===== config.mk =====
export PLATFORM = sky130hd
export DESIGN_NAME = mdsr_spi_regs
export DESIGN_NICKNAME = d
export VERILOG_FILES = /design/src/mdsr_regfile.v /design/src/mdsr_spi_regs.v
export VERILOG_INCLUDE_DIRS = /design/src
export SDC_FILE = /design/constraint.sdc
export NUM_CORES = 2
export LEC_CHECK = 0
export BUFFER_PORTS_ARGS = -buffer_cell sky130_fd_sc_hd__buf_2
export CORE_MARGIN = 2
export CORE_UTILIZATION = 40
export CTS_BUF_LIST = sky130_fd_sc_hd__clkbuf_4
export CTS_CLUSTER_SIZE = 10
export DETAILED_ROUTE_END_ITERATION = 6
export PLACE_DENSITY = 0.54
export SYNTH_ARGS = -nofsm -noshare
export SYNTH_HDL_FRONTEND = slang
export SYNTH_SLANG_ARGS = --single-unit

===== constraint.sdc =====
create_clock -name i_mclk -period 6.5 [get_ports i_mclk]
set_input_delay 0.325 -clock i_mclk [delete_from_list [all_inputs] [get_ports i_mclk]]
set_output_delay 0.325 -clock i_mclk [all_outputs]
set_load 0.01 [all_outputs]

===== src/mdsr_defines.vh =====
`ifndef MDSR_DEFINES_VH
`define MDSR_DEFINES_VH

// clock rate and register update period
`define MDSR_CLK_MHZ            250
`define MDSR_UPDATE_PERIOD_NS   100000
// update period in clock cycles: 100000 ns at 250 MHz
`define MDSR_UPDATE_CYCLES      24'h0061a8

// frame layout: seven 16-bit words, msb first
`define MDSR_FRAME_BITS         7'h70
`define MDSR_FLAG_WRITE         16'h0001
`define MDSR_FLAG_READ          16'h0000
`define MDSR_FAIL_ADDR          16'h0000
`define MDSR_FAIL_DATA          32'h7cf0bdc2

// register addresses
`define MDSR_ADDR_X_SRC         16'h4000
`define MDSR_ADDR_X_MODE        16'h4002
`define MDSR_ADDR_Y_SRC         16'h4005
`define MDSR_ADDR_Y_MODE        16'h4007
`define MDSR_ADDR_X_SET         16'h5000
`define MDSR_ADDR_Y_SET         16'h5100
`define MDSR_ADDR_X_UNIT        16'h6000
`define MDSR_ADDR_X_RUN         16'h6001
`define MDSR_ADDR_X_SHAPE       16'h6002
`define MDSR_ADDR_X_FREQ        16'h6003
`define MDSR_ADDR_X_AMP         16'h6004
`define MDSR_ADDR_Y_UNIT        16'h6100
`define MDSR_ADDR_Y_RUN         16'h6101
`define MDSR_ADDR_Y_SHAPE       16'h6102
`define MDSR_ADDR_Y_FREQ        16'h6103
`define MDSR_ADDR_Y_AMP         16'h6104

// storage word indices
`define MDSR_IDX_X_SRC          4'h0
`define MDSR_IDX_X_MODE         4'h1
`define MDSR_IDX_Y_SRC          4'h2
`define MDSR_IDX_Y_MODE         4'h3
`define MDSR_IDX_X_SET          4'h4
`define MDSR_IDX_Y_SET          4'h5
`define MDSR_IDX_X_UNIT         4'h6
`define MDSR_IDX_X_RUN          4'h7
`define MDSR_IDX_X_SHAPE        4'h8
`define MDSR_IDX_X_FREQ         4'h9
`define MDSR_IDX_X_AMP          4'ha
`define MDSR_IDX_Y_UNIT         4'hb
`define MDSR_IDX_Y_RUN          4'hc
`define MDSR_IDX_Y_SHAPE        4'hd
`define MDSR_IDX_Y_FREQ         4'he
`define MDSR_IDX_Y_AMP          4'hf

// register codes
`define MDSR_SRC_STATIC         32'h00000000
`define MDSR_SRC_X_GEN          32'h00000060
`define MDSR_SRC_Y_GEN          32'h00000061
`define MDSR_SRC_X_ANA          32'h00000058
`define MDSR_SRC_Y_ANA          32'h00000059
`define MDSR_MODE_X_CL          32'h000000c0
`define MDSR_MODE_X_OL          32'h000000b0
`define MDSR_MODE_Y_CL          32'h000000c1
`define MDSR_MODE_Y_OL          32'h000000b1
`define MDSR_UNIT_XY            32'h00000002
`define MDSR_UNIT_CURRENT       32'h00000000
`define MDSR_SHAPE_TRI          32'h00000001
`define MDSR_SHAPE_SIN          32'h00000000
`define MDSR_RUN_ON             32'h00000001
`define MDSR_WORD_ZERO          32'h00000000

// decoded source select encoding
`define MDSR_SRCSEL_STATIC      2'h0
`define MDSR_SRCSEL_GEN         2'h1
`define MDSR_SRCSEL_ANALOG      2'h2

`endif


===== src/mdsr_regfile.v =====
`timescale 1ns/1ps
`include "mdsr_defines.vh"

module mdsr_regfile
(
   input  wire         i_mclk,
   input  wire         i_reset_n,
   input  wire         i_wr_en,
   input  wire [3:0]   i_wr_idx,
   input  wire [31:0]  i_wr_data,
   input  wire [3:0]   i_rd_idx,
   output reg  [31:0]  o_rd_data,
   output wire [511:0] o_words
);

   // reset value of each word: open loop modes, static sources, rest zero
   function [31:0] reset_val;
      input [3:0] idx;
      begin
         case (idx)
            `MDSR_IDX_X_MODE: reset_val = `MDSR_MODE_X_OL;
            `MDSR_IDX_Y_MODE: reset_val = `MDSR_MODE_Y_OL;
            `MDSR_IDX_X_SRC:  reset_val = `MDSR_SRC_STATIC;
            `MDSR_IDX_Y_SRC:  reset_val = `MDSR_SRC_STATIC;
            default:          reset_val = `MDSR_WORD_ZERO;
         endcase
      end
   endfunction

   reg [31:0] mem_reg [0:15];

   // one flop word per register, kept until rewritten or reset
   genvar g;
   generate
      for (g = 0; g < 16; g = g + 1)
      begin : g_word
         localparam [31:0] WORD_IDX = g;
         always @(posedge i_mclk)
         begin
            if (!i_reset_n)
               mem_reg[g] <= reset_val(WORD_IDX[3:0]);
            else if (i_wr_en && (i_wr_idx == WORD_IDX[3:0]))
               mem_reg[g] <= i_wr_data;
         end
         assign o_words[g*32 +: 32] = mem_reg[g];
      end
   endgenerate

   // registered read port
   always @(posedge i_mclk)
   begin
      if (!i_reset_n)
         o_rd_data <= `MDSR_WORD_ZERO;
      else
         o_rd_data <= mem_reg[i_rd_idx];
   end

endmodule // mdsr_regfile


===== src/mdsr_spi_regs.v =====
`timescale 1ns/1ps
`include "mdsr_defines.vh"


module mdsr_spi_regs
#(
   parameter [23:0] UPDATE_CYCLES = `MDSR_UPDATE_CYCLES
)
(
   input  wire        i_mclk,
   input  wire        i_reset_n,
   input  wire        i_spi_sclk,
   input  wire        i_spi_mosi,
   input  wire        i_spi_nss_n,
   output reg         o_spi_miso,
   output reg         o_frame_processing_flag,
   input  wire [31:0] i_x_readback,
   input  wire [31:0] i_y_readback,
   input  wire        i_readback_ok,
   output reg  [1:0]  o_x_source_sel,
   output reg  [1:0]  o_y_source_sel,
   output reg         o_x_closed_loop,
   output reg         o_y_closed_loop,
   output reg         o_x_unit_xy,
   output reg         o_y_unit_xy,
   output reg         o_x_shape_tri,
   output reg         o_y_shape_tri,
   output reg         o_x_gen_run,
   output reg         o_y_gen_run,
   output reg  [31:0] o_x_setpoint,
   output reg  [31:0] o_y_setpoint,
   output reg  [31:0] o_x_gen_freq,
   output reg  [31:0] o_y_gen_freq,
   output reg  [31:0] o_x_gen_amp,
   output reg  [31:0] o_y_gen_amp
);

   localparam [5:0] ST_IDLE = 6'h01;
   localparam [5:0] ST_RECV = 6'h02;
   localparam [5:0] ST_WR1  = 6'h04;
   localparam [5:0] ST_WR2  = 6'h08;
   localparam [5:0] ST_WAIT = 6'h10;
   localparam [5:0] ST_LOAD = 6'h20;

   // map a register address to {valid, index}
   function [4:0] addr_decode;
      input [15:0] a;
      begin
         case (a)
            `MDSR_ADDR_X_SRC:   addr_decode = {1'b1, `MDSR_IDX_X_SRC};
            `MDSR_ADDR_Y_SRC:   addr_decode = {1'b1, `MDSR_IDX_Y_SRC};
            `MDSR_ADDR_X_MODE:  addr_decode = {1'b1, `MDSR_IDX_X_MODE};
            `MDSR_ADDR_Y_MODE:  addr_decode = {1'b1, `MDSR_IDX_Y_MODE};
            `MDSR_ADDR_X_SET:   addr_decode = {1'b1, `MDSR_IDX_X_SET};
            `MDSR_ADDR_Y_SET:   addr_decode = {1'b1, `MDSR_IDX_Y_SET};
            `MDSR_ADDR_X_UNIT:  addr_decode = {1'b1, `MDSR_IDX_X_UNIT};
            `MDSR_ADDR_Y_UNIT:  addr_decode = {1'b1, `MDSR_IDX_Y_UNIT};
            `MDSR_ADDR_X_RUN:   addr_decode = {1'b1, `MDSR_IDX_X_RUN};
            `MDSR_ADDR_Y_RUN:   addr_decode = {1'b1, `MDSR_IDX_Y_RUN};
            `MDSR_ADDR_X_SHAPE: addr_decode = {1'b1, `MDSR_IDX_X_SHAPE};
            `MDSR_ADDR_Y_SHAPE: addr_decode = {1'b1, `MDSR_IDX_Y_SHAPE};
            `MDSR_ADDR_X_FREQ:  addr_decode = {1'b1, `MDSR_IDX_X_FREQ};
            `MDSR_ADDR_Y_FREQ:  addr_decode = {1'b1, `MDSR_IDX_Y_FREQ};
            `MDSR_ADDR_X_AMP:   addr_decode = {1'b1, `MDSR_IDX_X_AMP};
            `MDSR_ADDR_Y_AMP:   addr_decode = {1'b1, `MDSR_IDX_Y_AMP};
            default:            addr_decode = 5'h00;
         endcase
      end
   endfunction

   // map a source selector word to the decoded source
   function [1:0] src_decode;
      input [31:0] v;
      input [31:0] gen_code;
      input [31:0] ana_code;
      begin
         if (v == gen_code)
            src_decode = `MDSR_SRCSEL_GEN;
         else if (v == ana_code)
            src_decode = `MDSR_SRCSEL_ANALOG;
         else
            src_decode = `MDSR_SRCSEL_STATIC;
      end
   endfunction

   // pin synchronisers: sclk, mosi, nss
   reg  [2:0]   sync1_reg;
   reg  [2:0]   sync2_reg;
   reg  [2:0]   sync3_reg;
   reg  [2:0]   filt_reg;
   reg  [2:0]   filt_d_reg;
   wire [2:0]   pin_in;

   // frame engine
   reg  [5:0]   state_reg;
   reg  [6:0]   bit_cnt_reg;
   reg  [111:0] rx_reg;
   reg  [111:0] tx_reg;
   reg  [111:0] resp_reg;
   reg  [23:0]  timer_reg;
   reg  [15:0]  flag_word_reg;
   reg          ok1_reg;
   reg          ok2_reg;
   reg          rd_ok_reg;

   // register storage port
   reg          wr_en;
   reg  [3:0]   wr_idx;
   reg  [31:0]  wr_data;
   wire [31:0]  rd_data;
   wire [511:0] words;

   wire [4:0]   dec1;
   wire [4:0]   dec2;
   wire         sclk_rise;
   wire         sclk_fall;
   wire         nss_fall;
   wire         nss_rise;
   wire         is_write;
   wire         is_read;
   wire [31:0]  rb_x;
   wire [31:0]  rb_y;

   assign pin_in    = {i_spi_nss_n, i_spi_mosi, i_spi_sclk};
   assign sclk_rise = filt_reg[0] & ~filt_d_reg[0];
   assign sclk_fall = ~filt_reg[0] & filt_d_reg[0];
   assign nss_fall  = ~filt_reg[2] & filt_d_reg[2];
   assign nss_rise  = filt_reg[2] & ~filt_d_reg[2];
   assign dec1      = addr_decode(rx_reg[95:80]);
   assign dec2      = addr_decode(rx_reg[79:64]);
   assign is_write  = (rx_reg[111:96] == `MDSR_FLAG_WRITE);
   assign is_read   = (rx_reg[111:96] == `MDSR_FLAG_READ);
   assign rb_x      = i_readback_ok ? i_x_readback : `MDSR_FAIL_DATA;
   assign rb_y      = i_readback_ok ? i_y_readback : `MDSR_FAIL_DATA;

   // three-flop sampling, a level counts once stages two and three agree
   genvar g;
   generate
      for (g = 0; g < 3; g = g + 1)
      begin : g_sync
         always @(posedge i_mclk)
         begin
            if (!i_reset_n)
            begin
               sync1_reg[g]  <= (g == 2) ? 1'b1 : 1'b0;
               sync2_reg[g]  <= (g == 2) ? 1'b1 : 1'b0;
               sync3_reg[g]  <= (g == 2) ? 1'b1 : 1'b0;
               filt_reg[g]   <= (g == 2) ? 1'b1 : 1'b0;
               filt_d_reg[g] <= (g == 2) ? 1'b1 : 1'b0;
            end
            else
            begin
               sync1_reg[g]  <= pin_in[g];
               sync2_reg[g]  <= sync1_reg[g];
               sync3_reg[g]  <= sync2_reg[g];
               if (sync2_reg[g] == sync3_reg[g])
                  filt_reg[g] <= sync3_reg[g];
               filt_d_reg[g] <= filt_reg[g];
            end
         end
      end
   endgenerate

   // storage write selection: first pair in WR1, second pair in WR2
   always @*
   begin
      wr_en   = 1'b0;
      wr_idx  = dec1[3:0];
      wr_data = rx_reg[63:32];
      if ((state_reg == ST_WR1) && is_write && dec1[4])
         wr_en = 1'b1;
      else if ((state_reg == ST_WR2) && is_write && dec2[4])
      begin
         wr_en   = 1'b1;
         wr_idx  = dec2[3:0];
         wr_data = rx_reg[31:0];
      end
   end

   mdsr_regfile u_regfile
   (
      .i_mclk    (i_mclk),
      .i_reset_n (i_reset_n),
      .i_wr_en   (wr_en),
      .i_wr_idx  (wr_idx),
      .i_wr_data (wr_data),
      .i_rd_idx  (dec1[3:0]),
      .o_rd_data (rd_data),
      .o_words   (words)
   );

   // frame engine: receive, apply, hold for the update period, build reply
   always @(posedge i_mclk)
   begin
      if (!i_reset_n)
      begin
         state_reg               <= ST_IDLE;
         bit_cnt_reg             <= 7'h00;
         rx_reg                  <= 112'h0;
         tx_reg                  <= 112'h0;
         resp_reg                <= {`MDSR_FLAG_WRITE, `MDSR_FAIL_ADDR, `MDSR_FAIL_ADDR,
                                     `MDSR_FAIL_DATA, `MDSR_FAIL_DATA};
         timer_reg               <= 24'h000000;
         flag_word_reg           <= `MDSR_FLAG_WRITE;
         ok1_reg                 <= 1'b0;
         ok2_reg                 <= 1'b0;
         rd_ok_reg               <= 1'b0;
         o_spi_miso              <= 1'b0;
         o_frame_processing_flag <= 1'b0;
      end
      else
      begin
         if (timer_reg != 24'hffffff)
            timer_reg <= timer_reg + 24'h000001;
         case (state_reg)
            ST_IDLE:
            begin
               if (nss_fall)
               begin
                  state_reg               <= ST_RECV;
                  o_frame_processing_flag <= 1'b1;
                  bit_cnt_reg             <= 7'h00;
                  timer_reg               <= 24'h000000;
                  tx_reg                  <= resp_reg;
               end
            end
            ST_RECV:
            begin
               // master shifts on rise, we sample on fall, msb first
               if (sclk_fall)
               begin
                  rx_reg <= {rx_reg[110:0], filt_reg[1]};
                  if (bit_cnt_reg != 7'h7f)
                     bit_cnt_reg <= bit_cnt_reg + 7'h01;
               end
               if (sclk_rise)
               begin
                  o_spi_miso <= tx_reg[111];
                  tx_reg     <= {tx_reg[110:0], 1'b0};
               end
               if (nss_rise)
               begin
                  if (bit_cnt_reg == `MDSR_FRAME_BITS)
                     state_reg <= ST_WR1;
                  else
                     state_reg <= ST_WAIT; // short or long frame is dropped
               end
            end
            ST_WR1:
            begin
               flag_word_reg <= rx_reg[111:96];
               ok1_reg       <= dec1[4];
               state_reg     <= ST_WR2;
            end
            ST_WR2:
            begin
               ok2_reg   <= dec2[4];
               rd_ok_reg <= is_read & dec1[4];
               state_reg <= ST_WAIT;
            end
            ST_WAIT:
            begin
               // registers are already written in WR1 and WR2; the reply waits here until the update period counted from the select fall has run out
               if (timer_reg >= UPDATE_CYCLES)
                  state_reg <= ST_LOAD;
            end
            ST_LOAD:
            begin
               // a dropped frame leaves the previous reply in place
               if (bit_cnt_reg != `MDSR_FRAME_BITS)
                  resp_reg <= resp_reg;
               else if (flag_word_reg == `MDSR_FLAG_WRITE)
                  resp_reg <= {flag_word_reg,
                               ok1_reg ? rx_reg[95:80] : `MDSR_FAIL_ADDR,
                               ok2_reg ? rx_reg[79:64] : `MDSR_FAIL_ADDR,
                               rb_x, rb_y};
               else
                  resp_reg <= {flag_word_reg,
                               rd_ok_reg ? rd_data : `MDSR_FAIL_DATA,
                               rb_x, rb_y};
               o_frame_processing_flag <= 1'b0;
               state_reg               <= ST_IDLE;
            end
            default:
            begin
               state_reg               <= ST_IDLE;
               o_frame_processing_flag <= 1'b0;
            end
         endcase
      end
   end

   // decoded configuration outputs, registered
   always @(posedge i_mclk)
   begin
      if (!i_reset_n)
      begin
         o_x_source_sel  <= `MDSR_SRCSEL_STATIC;
         o_y_source_sel  <= `MDSR_SRCSEL_STATIC;
         o_x_closed_loop <= 1'b0;
         o_y_closed_loop <= 1'b0;
         o_x_unit_xy     <= 1'b0;
         o_y_unit_xy     <= 1'b0;
         o_x_shape_tri   <= 1'b0;
         o_y_shape_tri   <= 1'b0;
         o_x_gen_run     <= 1'b0;
         o_y_gen_run     <= 1'b0;
         o_x_setpoint    <= `MDSR_WORD_ZERO;
         o_y_setpoint    <= `MDSR_WORD_ZERO;
         o_x_gen_freq    <= `MDSR_WORD_ZERO;
         o_y_gen_freq    <= `MDSR_WORD_ZERO;
         o_x_gen_amp     <= `MDSR_WORD_ZERO;
         o_y_gen_amp     <= `MDSR_WORD_ZERO;
      end
      else
      begin
         o_x_source_sel  <= src_decode(words[0*32 +: 32], `MDSR_SRC_X_GEN, `MDSR_SRC_X_ANA);
         o_y_source_sel  <= src_decode(words[2*32 +: 32], `MDSR_SRC_Y_GEN, `MDSR_SRC_Y_ANA);
         o_x_closed_loop <= (words[1*32 +: 32] == `MDSR_MODE_X_CL);
         o_y_closed_loop <= (words[3*32 +: 32] == `MDSR_MODE_Y_CL);
         o_x_unit_xy     <= (words[6*32 +: 32] == `MDSR_UNIT_XY);
         o_y_unit_xy     <= (words[11*32 +: 32] == `MDSR_UNIT_XY);
         o_x_shape_tri   <= (words[8*32 +: 32] == `MDSR_SHAPE_TRI);
         o_y_shape_tri   <= (words[13*32 +: 32] == `MDSR_SHAPE_TRI);
         o_x_gen_run     <= (words[7*32 +: 32] == `MDSR_RUN_ON);
         o_y_gen_run     <= (words[12*32 +: 32] == `MDSR_RUN_ON);
         o_x_setpoint    <= words[4*32 +: 32];
         o_y_setpoint    <= words[5*32 +: 32];
         o_x_gen_freq    <= words[9*32 +: 32];
         o_y_gen_freq    <= words[14*32 +: 32];
         o_x_gen_amp     <= words[10*32 +: 32];
         o_y_gen_amp     <= words[15*32 +: 32];
      end
   end

endmodule // mdsr_spi_regs


---- Word level (Yosys, flattened, before mapping) ----
Memory sizes are Yosys's and may differ from the RTL's. A register that Yosys moved wholly into a read port is not among the register bits.
Index checks and enable logic that the tools add are counted.
storage, ports and cells
  register bits after elaboration ......... 420
  memory bits (writable) .................. 512
  input port bits ......................... 70
  output and inout port bits .............. 206
  logic and storage cells ................. 290
  memories kept ........................... 1
memories
  name               depth  bits a word  read ports  clocked after Yosys merged registers in  write ports  RTL line           RTL
  u_regfile.mem_reg  16     32           17          7                                        16           mdsr_regfile.v:30  reg [31:0] mem_reg [0:15];
cells by class
  add/subtract/negate cells ............... 2
  $lt $le $gt $ge ......................... 1
  equal/unequal tests ..................... 80
  muxes and demuxes ....................... 100
  bitwise gates (word level) .............. 28
  reductions and logical operators ........ 40
operators with widths
  cell                   number
  $mux 32                21
  $eq 16x15->1 const B   32
  $mux 112               2
  $pmux 112 s2           1
  $pmux 5 s16            2
  $eq 32x1->1 const B    4
  $eq 32x7->1 const B    4
  $mux 96                1
  $mux 24                3
  $eq 32x2->1 const B    2
  $eq 32x8->1 const B    2
  $mux 1                 54
  $eq 16x1->1 const B    2
  $eq 4x4->1 const B     8
  $mux 16                2
  $pmux 6 s5             1
  $add 24x1->24 const B  1
  $ge 24x15->1 const B   1
  $ne 24x24->1 const B   1
  $mux 7                 3
  $logic_and 1x1->1      20
  $mux 6                 3
  $eq 4x3->1 const B     4
  $logic_not 16->1       1
  29 further kinds       76

---- Logic depth before layout (Yosys ltp) ----
  depth after elaboration ................. 11
  depth in mapped cells ................... 12

---- Hierarchy ----
A second synthesis with hierarchy kept.
second synthesis, totals
  cell total of the unflattened synthesis .. 4471
  area total of the unflattened synthesis .. 48510.3 µm²
modules (own cells, without submodules)
  module         instances  cells an instance  area an instance (µm²)  seq. area each (µm²)
  mdsr_spi_regs  1          2793               24342.1                 12251.8
  mdsr_regfile   1          1678               24168.2                 16015.4

---- Worst setup path after synthesis ----
Ideal clock, no wire load.
  path kind ............................... register to register
  start point ............................. register rx_reg[77]
  end point ............................... memory u_regfile.mem_reg[1][0] (enable)
  setup time .............................. 0.466 ns
  arrival time ............................ 4.802 ns
  data required time ...................... 6.034 ns
  path slack .............................. 1.232 ns
  stages on the path, launching flop included .. 11
  path buffers ............................ 4
  period minus slack after synthesis ...... 5.268 ns
  cell sequence ........................... dfxtp_1 > clkbuf_1 > nor4b_1 > and3_1 > o41ai_1 > buf_2 > mux2i_2 > nand2_1 > buf_2 > buf_2 > o21ai_0
RTL lines
  item                    RTL line             RTL
  from (decl)             mdsr_spi_regs.v:97   reg [111:0] rx_reg;
  from (signal assigned)  mdsr_spi_regs.v:232  rx_reg <= {rx_reg[110:0], filt_reg[1]};
  to (decl)               mdsr_regfile.v:30

==> results by group <==
Outcome
  • Outcome: finished clean

Synthesis
  • Post-Syn Area per Cell: roughly 10 um2
  • Synth Cell Area: 47700 um2
  • EDFF count, synth: between 500 and 600
  • Ys flop type: dfxtp_1
  • Net Count, Synth: 4634
  • Synthesized flop and latch total: approximately 1200
  • Mapped Cells: 4560
  • Cell variety after synth: 80
  • FFs w/ async S/R, synth: 0%
  • Sequential fraction of the synthesis area: 59.2%
  • Yosys warning total: 0

Floorplan
  • Vert. Die Dim: 349 um
  • Die Area: 122000 um2
  • Num ports: 276
  • # rows: 126
  • Starting Density: 40.4%
  • Core area: 118000 um2
  • Die Wd: between 300 and 400 um

Global route
  • All-Layer GR Usage: 27.4%
  • Remaining Overflow, GRT: 0
  • First-pass GRT wire length: 248000 um
  • Largest net degree at the start of global routing: between 100 and 150
  • Initial antenna violation count: 13
  • Number of global-route vias before repair: 37800

Worst setup path
  • CP max FO: 100
  • Setup Crit Path Kind: reg2reg
  • Cell mode on critical path: buf_4
  • Startpoint types: register
  • Worst Path Arrival: approximately 5.8 ns
  • Crit path cell chain: or4_4 -> or2_4 -> buf_4 -> a21o_1 -> nand4_1 -> o32a_1 -> nand2b_4 -> buf_4 -> nor3_1
  • RR Startpoint: rx_reg[85]
  • Crit path max-delay family: simple AND/OR/NAND/NOR gates
  • CP endpoint kind: register
  • Bufs and invs on worst path: 2
  • Reg-to-Reg End: u_regfile.mem_reg[2][19]
  • Critical Path Slowest Stage Cell: nand2b_4
  • Crit-path max cell delay: 0.92 ns
  • Reg-to-reg slack, setup: 1.65 ns
  • Required time worst endpoint: 7.45 ns
  • R2r worst-path depth: 9

Routing
  • Via count: around 39000
  • DRT Pass-1 Iters: 6
  • Post-Route WL: 171000 um
  • Antenna Nets Post-Route: 0
  • Residual DRC: 0
  • Vias/cell: 5.69
  • DR iter-0 viols: roughly 4000
  • Avg WL per Cell: ~25 um

Worst hold path
  • Hold Path Depth: 5
  • Hold wc startpoint: i_readback_ok
  • Worst min path class: in2reg
  • Hold EP: resp_reg[17]

Placement
  • RePlAce Congestion: 1.01
  • IO buf count: 275
  • Post-DP HPWL: 109000 um

Timing
  • Setup TNS: 0 ns
  • Max Slew Vio Count: 0
  • Fmax: 0.206 GHz
  • Unrepaired setup endpoints after global routing: false
  • Final Hold Fails: 0
  • Worst Skew: 0.0949 ns
  • Count of final setup violators: 0
  • Worst relative slew slack: 15.5%
  • Worst-Margin Slew: 1.24 ns
  • Final worst path period share: 74.6%
  • Tmin final: 4.85 ns

Cells and area
  • Layout cells sized above 1: 19.8%
  • Final Core Density: 48.1%
  • Largest register FFs: approximately 500
  • Area growth syn-to-layout: 19.1%
  • Nets: 5160

Power
  • Peak supply drop: between 0.15 and 0.2 mV
  • Cell Pwr Density: 264 nW/um2
  • Static Leak: 0.0212 uW

Clock network
  • Clk sinks: 1156
  • CTS tree: built
  • Depth of the CTS H-tree: 5
  • Max clock buf depth: 4
  • Total CTS buffers: 327
  • CTS clock-pin slew for the worst setup and hold paths: about 0.06 ns
  • Root buffer cell: clkbuf_4
  • Cts repair resizes: 0
  • Skew-Pair Late Insertion Delay: 1.28 ns

Flow run
  • Maxcap violations: 0
per-stage QoR:
step / worst slack [ns] / power, uW / hold WS, ns / cells / cell area, um2
global placement: 1.86 / 8460 / 0.396 / 6070 / 50600
detailed placement: 1.82 / 8460 / 0.397 / 6070 / 50600
finish: 1.65 / 15000 / 0.315 / 6864 / 56900
CTS: 1.79 / 15200 / 0.150 / 6853 / 56800
floorplan: 1.23 / 8220 / 0.386 / 4560 / 47700
global route: 1.50 / 15600 / 0.225 / 6860 / 56900
Yosys cell counts, types with 5 or more instances:
cell type  count  area share, %
dfxtp_1      644             27
nor2_1       525            4.1
edfxtp_1     512             32
nand2_1      330            2.6
a21oi_1      307            3.2
nor3_1       288            3.0
clkbuf_1     286            2.2
mux2i_1      274            5.7
and2_1       200            2.6
o21ai_0      165            1.7
a211oi_1     129            2.0
o211ai_1     115            1.8
nand3_1       91           0.95
buf_2         90           0.94
nor4_1        87            1.1
nor3b_1       59           0.93
o22ai_1       51           0.67
mux2_2        41           0.97
nand4_1       36           0.47
a2111oi_0     30           0.55
or3b_1        28           0.51
a21oi_2       20           0.37
buf_1         18           0.14
inv_1         17           0.13
xor2_1        17           0.31
or3_1         16           0.21
buf_6         15           0.35
nor2b_1       14           0.18
nor4b_1       14           0.26
xnor2_1       12           0.22
a22oi_1       10           0.16
nand2b_1       9           0.12
o22a_1         9           0.17
nand3b_1       8           0.13
and4_1         5          0.092
o21ai_1        5          0.052
o32a_1         5           0.10
or3b_2         5          0.092
worst max-delay path by stage:
stage | startpoint | endpoint | slack, ns | cells past startpoint
after floorplan | rx_reg[77] | u_regfile.mem_reg[1][0] | 1.23 | 10
after global placement | rx_reg[85] | u_regfile.mem_reg[3][25] | 1.86 | 9
after detailed placement | rx_reg[85] | u_regfile.mem_reg[2][24] | 1.82 | 9
after CTS | rx_reg[85] | u_regfile.mem_reg[3][24] | 1.79 | 9
after global routing | rx_reg[85] | u_regfile.mem_reg[2][18] | 1.50 | 9
final | rx_reg[85] | u_regfile.mem_reg[2][19] | 1.65 | 9
report_power, final:
part / internal [uW] / leakage, uW / switching (uW)
Sequential: 7760 / 0.0104 / 121
Clock: 3550 / 0.00245 / 3080
Combinational: 196 / 0.00836 / 300
worst register-to-register path, cell delays in order, from the launching register on:
cell and delay (ns):
dfxtp_1 0.34, or4_4 0.58, or2_4 0.56, buf_4 0.49, a21o_1 0.34, nand4_1 0.15
o32a_1 0.48, nand2b_4 0.93, buf_4 0.60, nor3_1 0.11
logic make-up (layout without fill, tap and decap cells):
group / Yosys count / after routing / synth area share, %
mux: 320 / 320 / 6.83
flops: 1156 / 1156 / 59.2
fa+ha+maj: 4 / 4 / 0.105
other cells: 0 / 11 / 0
simple gates: 1747 / 1747 / 18.1
buf+inv: 428 / 1185 / 3.85
compound gates: 876 / 876 / 11.4
xor+xnor: 29 / 29 / 0.532
timing repair:
item                                   4_1_cts  5_1_grt
endpoints found under the hold margin      419        0
buffers inserted                             0        0
setup endpoints to repair                    0        0
hold buffers                               223        0
cells in the final DEF (no fill, tap or decap), types with 11 or more instances in the layout:
master and instances:
a2111oi_0 28, a211oi_1 129, a21oi_1 306, a21oi_2 21, and2_1 200, buf_2 274, buf_4 103, clkbuf_4 506
clkinv_1 42, dfxtp_1 644, diode_2 11, dlygate4sd3_1 223, edfxtp_1 512, inv_1 16, mux2_2 41, mux2i_1 242
mux2i_2 29, nand2_1 327, nand3_1 90, nand4_1 36, nor2_1 525, nor2b_1 13, nor3_1 288, nor3b_1 59
nor4_1 87, nor4b_1 14, o211ai_1 115, o21ai_0 153, o22ai_1 51, or3_1 16, or3b_1 28, xnor2_1 12
xor2_1 17
routing by layer:
layer | part of all wire (%) | track usage [%]
met2 | 46 | 43.4
met4 | 5.6 | 15.5
met1 | 40 | 34.7
met5 | 0.036 | 0
met3 | 8.1 | 5.72
area by class of cell:
type / count / area, um2
diodes: 11 / 27.5
clock buffers: 506 / 3800
clock inverters: 54 / 235
fillers: 11100 / 61400
inverters: 17 / 71.3
multi-input cells: 2976 / 18000
flip-flops and latches: 1156 / 28300
well taps: 1536 / 1920
repair buffers: 608 / 4530
Note: power is estimated with default switching activity, not from simulation.
